File: src/core/sbs_pkg.sv
// Shared constants and types for the subtract, swap and skip execution unit
package sbs_pkg;

    localparam int unsigned DATA_W   = 8;
    localparam int unsigned NIBBLE_W = 4;
    localparam int unsigned BIT_W    = 3;

    localparam logic [DATA_W-1:0] WR_RESET  = 8'h00;
    localparam logic [DATA_W-1:0] ZERO_BYTE = 8'h00;
    localparam logic              FLAG_RST  = 1'b0;

    // Instruction codes presented on the request port
    localparam logic [2:0] OP_SKIP_NONNULL_BIT   = 3'h0;
    localparam logic [2:0] OP_SKIP_NONNULL       = 3'h1;
    localparam logic [2:0] OP_SUB_MEM            = 3'h2;
    localparam logic [2:0] OP_MINUS_INTO_MEMORY  = 3'h3;
    localparam logic [2:0] OP_SUB_LITERAL        = 3'h4;
    localparam logic [2:0] OP_NIBBLE_EXCHANGE    = 3'h5;
    localparam logic [2:0] OP_NIBBLE_EXCH_TO_WR  = 3'h6;

    typedef enum logic [0:0] {
        SBS_ST_EXEC,
        SBS_ST_DUMMY
    } sbs_state_t;

    typedef struct packed {
        sbs_state_t        state;
        logic [DATA_W-1:0] working_register;
        logic              arith_range_flag;
        logic              zero_flag;
        logic              half_borrow_flag;
        logic              carry_flag;
        logic              signed_extra_flag;
        logic              chained_null_flag;
        logic              mem_we;
        logic [DATA_W-1:0] mem_wdata;
        logic              skip;
        logic              ready;
        logic              done;
    } sbs_regs_t;

endpackage

File: src/core/sbs_sub_unit.sv
// Eight-bit subtractor producing the difference and the six status flags
module sbs_sub_unit #(
    parameter int unsigned DATA_W = sbs_pkg::DATA_W
) (
    // Operands
    input  wire logic [DATA_W-1:0] i_minuend,
    input  wire logic [DATA_W-1:0] i_subtrahend,
    // Result and flags
    output logic [DATA_W-1:0]      o_diff,
    output logic                   o_carry,
    output logic                   o_half_borrow,
    output logic                   o_arith_range,
    output logic                   o_zero,
    output logic                   o_signed_extra,
    output logic                   o_chained_null
);

    // Elaboration-time refusal: the nibble borrow and flag taps assume one byte
    if (DATA_W != sbs_pkg::DATA_W) begin
        $error("sbs_sub_unit: only an 8-bit datapath is supported");
    end

    logic [DATA_W:0]             full_diff;
    logic [sbs_pkg::NIBBLE_W:0]  low_diff;

    always_comb begin
        // Extra top bit catches the borrow; the result wraps modulo 256
        full_diff = {1'b0, i_minuend} - {1'b0, i_subtrahend};
        low_diff  = {1'b0, i_minuend[sbs_pkg::NIBBLE_W-1:0]}
                  - {1'b0, i_subtrahend[sbs_pkg::NIBBLE_W-1:0]};
        o_diff         = full_diff[DATA_W-1:0];
        // Carry means no borrow: cleared on a negative result
        o_carry        = ~full_diff[DATA_W];
        o_half_borrow  = ~low_diff[sbs_pkg::NIBBLE_W];
        o_arith_range  = (i_minuend[DATA_W-1] != i_subtrahend[DATA_W-1])
                       && (o_diff[DATA_W-1] != i_minuend[DATA_W-1]);
        o_zero         = (o_diff == sbs_pkg::ZERO_BYTE);
        o_signed_extra = o_arith_range ^ o_diff[DATA_W-1];
        o_chained_null = o_zero;
    end

endmodule

File: src/core/sbs_exec.sv
// Execution unit for skip-if-nonzero, subtract and nibble exchange instructions
// Functional notes
// - bit-test skip skips next instruction when selected memory bit is one; flags untouched.
// - byte skip writes the byte back unchanged, skips when nonzero, flags untouched.
// - a taken skip adds one dummy cycle, so the instruction takes two cycles.
// - bit-test skip also takes two cycles when its skip is taken.
// - subtract memory from working register, result to working register, memory kept.
// - working register minus memory byte is written to memory; working register kept.
// - subtract instruction literal from working register, result to working register.
// - carry cleared on borrow, set when the difference is zero or positive.
// - every subtraction updates range, zero, half borrow, carry, signed extra, chained null.
// - nibble exchange swaps the memory byte halves in place; flags untouched.
// - nibble exchange to working loads swapped byte into working register; memory kept.
module sbs_exec #(
    parameter int unsigned DATA_W = sbs_pkg::DATA_W
) (
    // Clock and reset
    input  wire logic                       i_sys_clk,
    input  wire logic                       i_rst_n,
    // Instruction request
    input  wire logic                       i_op_valid,
    input  wire logic [2:0]                 i_op_code,
    input  wire logic [sbs_pkg::BIT_W-1:0]  i_bit_sel,
    input  wire logic [DATA_W-1:0]          i_literal,
    input  wire logic [DATA_W-1:0]          i_mem_rdata,
    // Working register load from the rest of the core
    input  wire logic                       i_wr_load,
    input  wire logic [DATA_W-1:0]          i_wr_load_data,
    // Request handshake and sequencing
    output logic                            o_ready,
    output logic                            o_done,
    output logic                            o_skip,
    // Data memory write-back
    output logic                            o_mem_we,
    output logic [DATA_W-1:0]               o_mem_wdata,
    // Working register and status flags
    output logic [DATA_W-1:0]               o_working_register,
    output logic                            o_arith_range_flag,
    output logic                            o_zero_flag,
    output logic                            o_half_borrow_flag,
    output logic                            o_carry_flag,
    output logic                            o_signed_extra_flag,
    output logic                            o_chained_null_flag
);

    // Elaboration-time refusal of widths the swap and flag logic cannot serve
    if (DATA_W != sbs_pkg::DATA_W) begin
        $error("sbs_exec: nibble exchange and flags need an 8-bit datapath");
    end
    // The bit select must reach every bit of the byte and no more
    if ((2 ** sbs_pkg::BIT_W) != DATA_W) begin
        $error("sbs_exec: bit select width does not match the datapath");
    end

    // Swap the two halves of a byte
    function automatic logic [DATA_W-1:0] nibble_swap(input logic [DATA_W-1:0] value);
        nibble_swap = {value[sbs_pkg::NIBBLE_W-1:0], value[DATA_W-1:sbs_pkg::NIBBLE_W]};
    endfunction

    // Codes that run through the subtractor and so update all six flags
    function automatic logic is_subtract(input logic [2:0] code);
        is_subtract = (code == sbs_pkg::OP_SUB_MEM)
                   || (code == sbs_pkg::OP_MINUS_INTO_MEMORY)
                   || (code == sbs_pkg::OP_SUB_LITERAL);
    endfunction

    // Codes whose own result lands in the working register
    function automatic logic writes_working(input logic [2:0] code);
        writes_working = (code == sbs_pkg::OP_SUB_MEM)
                      || (code == sbs_pkg::OP_SUB_LITERAL)
                      || (code == sbs_pkg::OP_NIBBLE_EXCH_TO_WR);
    endfunction

    sbs_pkg::sbs_regs_t cur_r;
    sbs_pkg::sbs_regs_t cur_nxt;

    logic              accept;
    logic [DATA_W-1:0] sub_a;
    logic [DATA_W-1:0] sub_b;
    logic [DATA_W-1:0] sub_diff;
    logic              sub_carry;
    logic              sub_half;
    logic              sub_range;
    logic              sub_zero;
    logic              sub_sext;
    logic              sub_cnull;

    assign accept = i_op_valid && cur_r.ready;

    // Literal form replaces the memory operand; minuend is always the working register
    always_comb begin
        sub_a = cur_r.working_register;
        sub_b = (i_op_code == sbs_pkg::OP_SUB_LITERAL) ? i_literal : i_mem_rdata;
    end

    sbs_sub_unit #(
        .DATA_W         (DATA_W)
    ) u_sub (
        .i_minuend      (sub_a),
        .i_subtrahend   (sub_b),
        .o_diff         (sub_diff),
        .o_carry        (sub_carry),
        .o_half_borrow  (sub_half),
        .o_arith_range  (sub_range),
        .o_zero         (sub_zero),
        .o_signed_extra (sub_sext),
        .o_chained_null (sub_cnull)
    );

    always_comb begin
        logic take_flags;
        logic skip_taken;
        take_flags = 1'b0;
        skip_taken = 1'b0;
        cur_nxt           = cur_r;
        cur_nxt.mem_we    = 1'b0;
        cur_nxt.skip      = 1'b0;
        cur_nxt.done      = 1'b0;
        cur_nxt.mem_wdata = cur_r.mem_wdata;

        // Core-side load yields to an instruction writing the same register
        if (i_wr_load && !(accept && writes_working(i_op_code))) begin
            cur_nxt.working_register = i_wr_load_data;
        end

        unique case (cur_r.state)
            sbs_pkg::SBS_ST_EXEC: begin
                if (accept) begin
                    cur_nxt.done = 1'b1;
                    take_flags   = is_subtract(i_op_code);
                    case (i_op_code)
                        sbs_pkg::OP_SKIP_NONNULL_BIT: begin
                            skip_taken = i_mem_rdata[i_bit_sel];
                        end
                        sbs_pkg::OP_SKIP_NONNULL: begin
                            // Read-modify-write cycle returns the byte untouched
                            cur_nxt.mem_we    = 1'b1;
                            cur_nxt.mem_wdata = i_mem_rdata;
                            skip_taken        = (i_mem_rdata != sbs_pkg::ZERO_BYTE);
                        end
                        sbs_pkg::OP_SUB_MEM: begin
                            cur_nxt.working_register = sub_diff;
                        end
                        sbs_pkg::OP_MINUS_INTO_MEMORY: begin
                            cur_nxt.mem_we    = 1'b1;
                            cur_nxt.mem_wdata = sub_diff;
                            // Kept even against a core-side load in the same cycle
                            cur_nxt.working_register = cur_r.working_register;
                        end
                        sbs_pkg::OP_SUB_LITERAL: begin
                            cur_nxt.working_register = sub_diff;
                        end
                        sbs_pkg::OP_NIBBLE_EXCHANGE: begin
                            cur_nxt.mem_we    = 1'b1;
                            cur_nxt.mem_wdata = nibble_swap(i_mem_rdata);
                        end
                        sbs_pkg::OP_NIBBLE_EXCH_TO_WR: begin
                            cur_nxt.working_register = nibble_swap(i_mem_rdata);
                        end
                        default: begin
                            // Unknown code: completes with no effect
                            cur_nxt.done = 1'b1;
                        end
                    endcase
                    if (take_flags) begin
                        cur_nxt.arith_range_flag  = sub_range;
                        cur_nxt.zero_flag         = sub_zero;
                        cur_nxt.half_borrow_flag  = sub_half;
                        cur_nxt.carry_flag        = sub_carry;
                        cur_nxt.signed_extra_flag = sub_sext;
                        cur_nxt.chained_null_flag = sub_cnull;
                    end
                    if (skip_taken) begin
                        // Hold off the next request for the dummy fetch cycle
                        cur_nxt.skip  = 1'b1;
                        cur_nxt.ready = 1'b0;
                        cur_nxt.state = sbs_pkg::SBS_ST_DUMMY;
                    end
                end
            end
            sbs_pkg::SBS_ST_DUMMY: begin
                // A request in this cycle is not accepted, since o_ready is low
                cur_nxt.ready = 1'b1;
                cur_nxt.state = sbs_pkg::SBS_ST_EXEC;
            end
        endcase
    end

    // Whole state registered in one place, so every output is a flip-flop
    always_ff @(posedge i_sys_clk or negedge i_rst_n) begin
        if (!i_rst_n) begin
            cur_r.state             <= sbs_pkg::SBS_ST_EXEC;
            cur_r.working_register  <= sbs_pkg::WR_RESET;
            cur_r.arith_range_flag  <= sbs_pkg::FLAG_RST;
            cur_r.zero_flag         <= sbs_pkg::FLAG_RST;
            cur_r.half_borrow_flag  <= sbs_pkg::FLAG_RST;
            cur_r.carry_flag        <= sbs_pkg::FLAG_RST;
            cur_r.signed_extra_flag <= sbs_pkg::FLAG_RST;
            cur_r.chained_null_flag <= sbs_pkg::FLAG_RST;
            cur_r.mem_we            <= 1'b0;
            cur_r.mem_wdata         <= sbs_pkg::ZERO_BYTE;
            cur_r.skip              <= 1'b0;
            cur_r.ready             <= 1'b1;
            cur_r.done              <= 1'b0;
        end else begin
            cur_r <= cur_nxt;
        end
    end

    assign o_ready             = cur_r.ready;
    assign o_done              = cur_r.done;
    assign o_skip              = cur_r.skip;
    assign o_mem_we            = cur_r.mem_we;
    assign o_mem_wdata         = cur_r.mem_wdata;
    assign o_working_register  = cur_r.working_register;
    assign o_arith_range_flag  = cur_r.arith_range_flag;
    assign o_zero_flag         = cur_r.zero_flag;
    assign o_half_borrow_flag  = cur_r.half_borrow_flag;
    assign o_carry_flag        = cur_r.carry_flag;
    assign o_signed_extra_flag = cur_r.signed_extra_flag;
    assign o_chained_null_flag = cur_r.chained_null_flag;

endmodule

File: config.mk
export PLATFORM = sky130hd
export DESIGN_NAME = sbs_exec
export DESIGN_NICKNAME = d
export VERILOG_FILES = /design/src/core/sbs_pkg.sv /design/src/core/sbs_sub_unit.sv /design/src/core/sbs_exec.sv
export SDC_FILE = /design/constraint.sdc
export NUM_CORES = 1
export LEC_CHECK = 0
export ABC_AREA = 1
export BUFFER_PORTS_ARGS = -buffer_cell sky130_fd_sc_hd__buf_2
export CORE_MARGIN = 2
export CORE_UTILIZATION = 53
export DETAILED_ROUTE_END_ITERATION = 6
export PLACE_DENSITY = 0.88
export SETUP_SLACK_MARGIN = 0.5
export SKIP_LAST_GASP = 1
export SLEW_MARGIN = 20
export SYNTH_ARGS = -nofsm -noshare
export SYNTH_HDL_FRONTEND = slang
export SYNTH_HIERARCHICAL = 1
export SYNTH_SLANG_ARGS = --single-unit
File: constraint.sdc
create_clock -name i_sys_clk -period 3.45 [get_ports i_sys_clk]
set_input_delay 0.345 -clock i_sys_clk [delete_from_list [all_inputs] [get_ports i_sys_clk]]
set_output_delay 0.345 -clock i_sys_clk [all_outputs]
set_load 0.01 [all_outputs]
======== Word-level counts from Yosys, hierarchy flattened ========
Index checks and enable logic that the tools add are counted.
operators by class
  bitwise operators ....................... 4
  multiplexer cells ....................... 17
  $add $sub $neg .......................... 2
  multipliers ............................. 0
  eq/ne operators ......................... 11
  reductions and logical operators ........ 17
  div/mod/pow operators ................... 0
  shifts and indexed selects .............. 0
  order comparisons ....................... 1
operator list
  cell                                                number
  two-way mux 27 bit                                  1
  one-hot mux 9 bit (3 select lines)                  1
  two-way mux 24 bit                                  1
  one-hot mux 8 bit (3 select lines)                  1
  two-way mux 8 bit                                   2
  == test 3 bit, second input constant                3
  subtractor 8 x 8 -> 9 bit                           1
  logical NOT 8 bit                                   1
  nonzero test 8 bit                                  1
  == test 3 x 2 -> 1 bit, second input constant       2
  two-way mux 6 bit                                   1
  one-hot mux 1 bit (2 select lines)                  3
  AND reduction 3 bit                                 2
  two-way mux 1 bit                                   5
  subtractor 4 x 4 -> 5 bit                           1
  logical AND 1 bit                                   4
  logical OR 1 bit                                    4
  < comparator 3 x 4 -> 1 bit, second input constant  1
  != test 2 bit, second input constant                2
  binary-select mux 1 bit (select 3 bit)              1
  == test 3 x 1 -> 1 bit, second input constant       1
  logical NOT 3 bit                                   1
  != test 3 bit, second input constant                1
  NOT 1 bit                                           3
  other kinds (7)                                     8
storage, ports and cells
  word-level logic and storage cells ...... 64
  output and inout port bits .............. 26
  bits in writable memories ............... 0
  memories ................................ 0
  bits in registers ....................... 26
  bits in latches ......................... 0
  memory bits (read-only) ................. 0

======== Depth between registers and ports, before layout ========
  depth after elaboration ................. 10
  depth in mapped cells ................... 19
  depth with buffers taken out ............ 18

======== Hierarchy ========
Netlist, hierarchy kept.
by module, submodules not included
  module        area an instance (sq um)  sequential area each (sq um)  times used  cells an instance
  sbs_exec      1,744.2                   651.9                         1           259
  sbs_sub_unit  499.2                     0.0                           1           86

======== Worst setup path before layout ========
No wires, ideal clock.
  path type ............................... input to register
  start ................................... in i_op_code[1]
  end ..................................... reg cur_r, in the netlist o_zero_flag
  setup slack ............................. 472 ps
  stages .................................. 18
  buffers on the path ..................... 1
  arrival ................................. 2,912 ps
  library setup time ...................... 66 ps
  required time ........................... 3,384 ps
  cells stage by stage .................... inv_2 nand3_2 mux2_2 inv_1 ha_1 inv_1 nor4_1 a21oi_1 fa_1 nand3_1 nor2_2 nand3_1 nor2_2 nand2_1 nor2_2 buf_4 nand3_1 nand2_1
between the ends
  word-level cells in the longest chain between the ends .. 4
  elaborated cells on any way between the ends .. 9
  classes of those cells .................. add/sub: 1; eq/ne: 3; mux: 1; reduce/logical: 4
ends and longest elaborated chain
  element                    line                text
  start: declaration         sbs_exec.sv:22      input wire logic [2:0] i_op_code,
  == test 3 bit              sbs_exec.sv:93      sub_b = (i_op_code == sbs_pkg::OP_SUB_LITERAL) ? i_literal : i_mem_rdata;
  two-way mux 8 bit          sbs_exec.sv:93
  net sub_b[3]               sbs_exec.sv:79      logic [DATA_W-1:0] sub_b;
  subtractor 8 x 8 -> 9 bit  sbs_sub_unit.sv:28  full_diff = {1'b0, i_minuend} - {1'b0, i_subtrahend};
  logical NOT 8 bit          sbs_sub_unit.sv:37  o_zero = (o_diff == sbs_pkg::ZERO_BYTE);
  net sub_cnull              sbs_exec.sv:86      logic sub_cnull;
  end signal: assignment     sbs_exec.sv:206     cur_r <= cur_nxt;
  end: declaration           sbs_exec.sv:74      sbs_pkg::sbs_regs_t cur_r;
The timed path passes the listed nets, and every way through them passes these cells.
A chain may end at the register's enable or synchronous reset.

======== Final worst setup path ========
  start ................................... in i_op_code[0]
  end ..................................... reg cur_r, in the netlist o_zero_flag
Same word-level chain as after synthesis.

==> impl_metrics.py <==
metrics = {
    "timing": {
        "fin_crit_ns": 2.82,
        "tns_ns": 0,
        "rsz0062_at_grt": "no",
        "worst_pin_slew_ns": 0.582,
        "clock_skew_ns": 0.0148,
        "fmax_ghz": 0.355,
        "slew_headroom_pct": 61.2,
        "report.final.slew_viol_count": 0,
        "hold_viol": 0,
        "setup_viol": 0,
        "min_period_over_period_pct": 81.6,
    },
    "pwr": {
        "p_sw_share_pct": 45.4,
        "power.switching_w": 0.000777,
        "peakVddDrop_mv": 0.301,
        "intPower_w": 0.000934,
        "power_frac_comb_pct": 55.2,
        "seq_power_share_pct": 29.0,
        "total_power_w": 0.00171,
        "power_leakage_nw": 1.57,
        "powerDensity_nw_per_um2": 615,
        "clock_power_share_pct": 15.7,
    },
    "global_routing": {
        "track_usage_pct": 27.0,
        "grt_pass1_wl_um": 10600,
        "first_global_vias": 2265,
        "grt_max_degree": 27,
        "antenna_found_initial": 0,
        "grt_overflow": 0,
    },
    "synth": {
        "synthTopCellsByArea": "dfrtp_1 (28%), nand2_1 (20%), nand3_1 (11%)",
        "netlist_area_um2": 2240,
        "synth_warnings": 6,
        "yosysSeqAreaShare_pct": 29.1,
        "synth_nets": 389,
        "syn_area_per_cell_um2": 6.50,
        "yosysTopAreaCell": "dfrtp_1",
        "postSynthCellCount": 345,
        "synth_edf_count": 0,
        "yosysUniqueCellTypes": 30,
        "ys_ff_latch": 26,
        "synth_top_area_share_pct": 27.9,
        "ys.flop_type": "dfrtp_1",
        "async_reset_ff_share_pct": 100,
    },
    "routing": {
        "route.met2.wl_um": 3090,
        "met3_length_um": 451,
        "routed_wl_um": 6600,
        "top_layer_used": "met4",
        "drtIter0Drc": 294,
        "drt_pass1_iterations": 5,
        "routedWlPerCell_um": 14.4,
        "drc": 0,
        "routed_via_density": 5.51,
        "route.layer.met1.wl_um": 2850,
        "ant_nets": 0,
        "via_count": 2523,
    },
    "die": {
        "coreArea_um2": 4030,
        "die_area_um2": 4770,
        "die_height_um": 69.1,
        "rows": 23,
        "start_util_pct": 55.7,
        "die_w_um": 69.1,
        "ios": 60,
    },
    "place": {
        "dp_hpwl_um": 4760,
        "gp_congestion": 0.920,
        "io_buffers": 59,
        "placed_cell_area_um2": 2560,
    },
    "run": {
        "maxCapViolations": 0,
    },
    "finish": {
        "area_growth_pct": 24.0,
        "n_antenna_cell": 0,
        "drive_gt1_share_pct": 27.0,
        "final_cell_area_um2": 2780,
        "fin_util_pct": 69.0,
        "final_common_cell": "nand2_1",
        "final_nets": 453,
        "final_cell_mix": "nand2_1 (121), buf_2 (56), nand3_1 (49), inv_1 (47), dfrtp_1 (25)",
    },
    "hold_path": {
        "worstHoldPathType": "in2async",
    },
    "setup_path": {
        "critPathLaunchType": "input pin",
        "endpoint_kind": "register",
        "cp_top_family": "simple AND/OR/NAND/NOR gates",
        "cp.arrival_ns": 3.03,
        "path_buf_inv": 4,
        "cpMaxStageDelayCell": "fa_1",
        "crit_path_max_fanout": 5,
        "required_ns": 3.67,
        "cp_cell_sequence": "buf_4 -> inv_8 -> nand3_4 -> buf_4 -> mux2_2 -> ha_1 -> inv_1 -> nand3_1 -> nand2_1 -> a21oi_2 -> fa_1 -> nand3_2 -> nor2_2 -> nand3_1 -> nor2_2 -> nand2_1 -> nor2_2 -> nand3_1 -> nand2_1",
        "critPathMaxStageDelay_ns": 0.59,
        "crit_type": "in2reg",
    },
    "clocking": {
        "path_clk_slew_ns": 0.11,
        "cts_sinks": 26,
        "htree_levels": 1,
        "insertion_delay_ns": 0.29,
        "cts_tree": "built",
        "cts_buffers": 3,
        "holdBufCountCts": 0,
        "clk_path_buf_depth": 2,
        "cts-root-buf": "clkbuf_8",
    },
    "run_status": {
        "status": "complete, no violations",
    },
}
==> final cells by class <==
cell class / instances / area, um2
clock buffers: 3 / 41.3
clock inverters: 1 / 30.0
fillers: 367 / 1250
inverters: 52 / 208
multi-input cells: 261 / 1440
flip-flops and latches: 26 / 652
well taps: 50 / 62.6
repair buffers: 65 / 352
==> routing by layer <==
| metal | global-route usage [%] | vias to the layer above |
|---|---|---|
| li1 | - | 1229 |
| met1 | 35.6 | 1125 |
| met2 | 45.8 | 142 |
| met3 | 3.22 | 27 |
| met4 | 9.15 | 0 |
| met5 | 0 | - |
==> flip-flops by register name, indices dropped and copies added (netlist names) <==
register             count
o_working_register       8
o_signed_extra_flag      1
o_mem_we                 1
o_arith_range_flag       1
o_ready                  1
o_skip                   1
o_zero_flag              1
o_half_borrow_flag       1
o_carry_flag             1
o_mem_wdata              8
o_chained_null_flag      1
o_done                   1
==> cell usage after synthesis, types with 2 or more instances <==
master	number
a21oi_1	11
buf_2	3
buf_4	2
dfrtp_1	25
fa_1	2
ha_1	8
inv_1	48
inv_2	4
mux2_2	7
nand2_1	121
nand2_2	8
nand3_1	50
nand3_2	4
nand3b_1	2
nand4_1	9
nor2_1	18
nor2_2	3
o21ai_0	4
o21ai_1	4
o21ai_2	2
==> stage by stage <==
| stage | hold slack [ns] | setup WS, ns | cells |
|---|---|---|---|
| after floorplan | 0.0494 | 0.531 | 345 |
| after global placement | 0.380 | 0.240 | 447 |
| after detailed placement | 0.383 | 0.159 | 447 |
| after CTS | 0.0683 | 0.508 | 451 |
| after global routing | 0.0919 | 0.520 | 458 |
| final | 0.0355 | 0.635 | 458 |
==> worst paths after layout <==
kind | slack [ns] | cells after the start | start | end
worst max-delay path | 0.63 | 19 | i_op_code[0] | o_zero_flag
worst min-delay path | 0.04 | 1 | i_rst_n | o_skip
worst max register to register | 0.83 | 13 | o_working_register[4] | o_zero_flag
worst min register to register | 0.48 | 2 | o_arith_range_flag | o_arith_range_flag
max in group asynchronous | 3.01 | 1 | i_rst_n | o_working_register[1]
min in group i_sys_clk | 0.38 | 5 | i_wr_load_data[5] | o_working_register[5]
==> cell families after synthesis <==
kind of cell / count (synthesis) / share of synthesized area (%)
adder cells (fa/ha/maj): 10 / 6.25
flip-flops: 26 / 29.1
multiplexers: 7 / 3.51
buffers and inverters: 59 / 10.7
AO/OA/AOI/OAI: 24 / 6.58
XOR/XNOR: 1 / 0.390
AND/OR/NAND/NOR: 218 / 43.5
==> timing repair <==
action	CTS	global route
cloned	0	1
hold endpoints to repair	0	0
setup endpoints to repair	2	5
gates resized for setup	2	21
setup buffers	0	6
pin swaps	0	6
==> power by group through the flow <==
stage	sequential (W)	combinational [W]	clock, W
after CTS	0.000493	0.000866	0.000269
final	0.000497	0.000945	0.000269
after global routing	0.000516	0.00104	0.000283
after detailed placement	0.000497	0.000849	0
after global placement	0.000494	0.000841	0
after floorplan	0.000542	0.000530	0
Power figures use the tool's default switching activity.
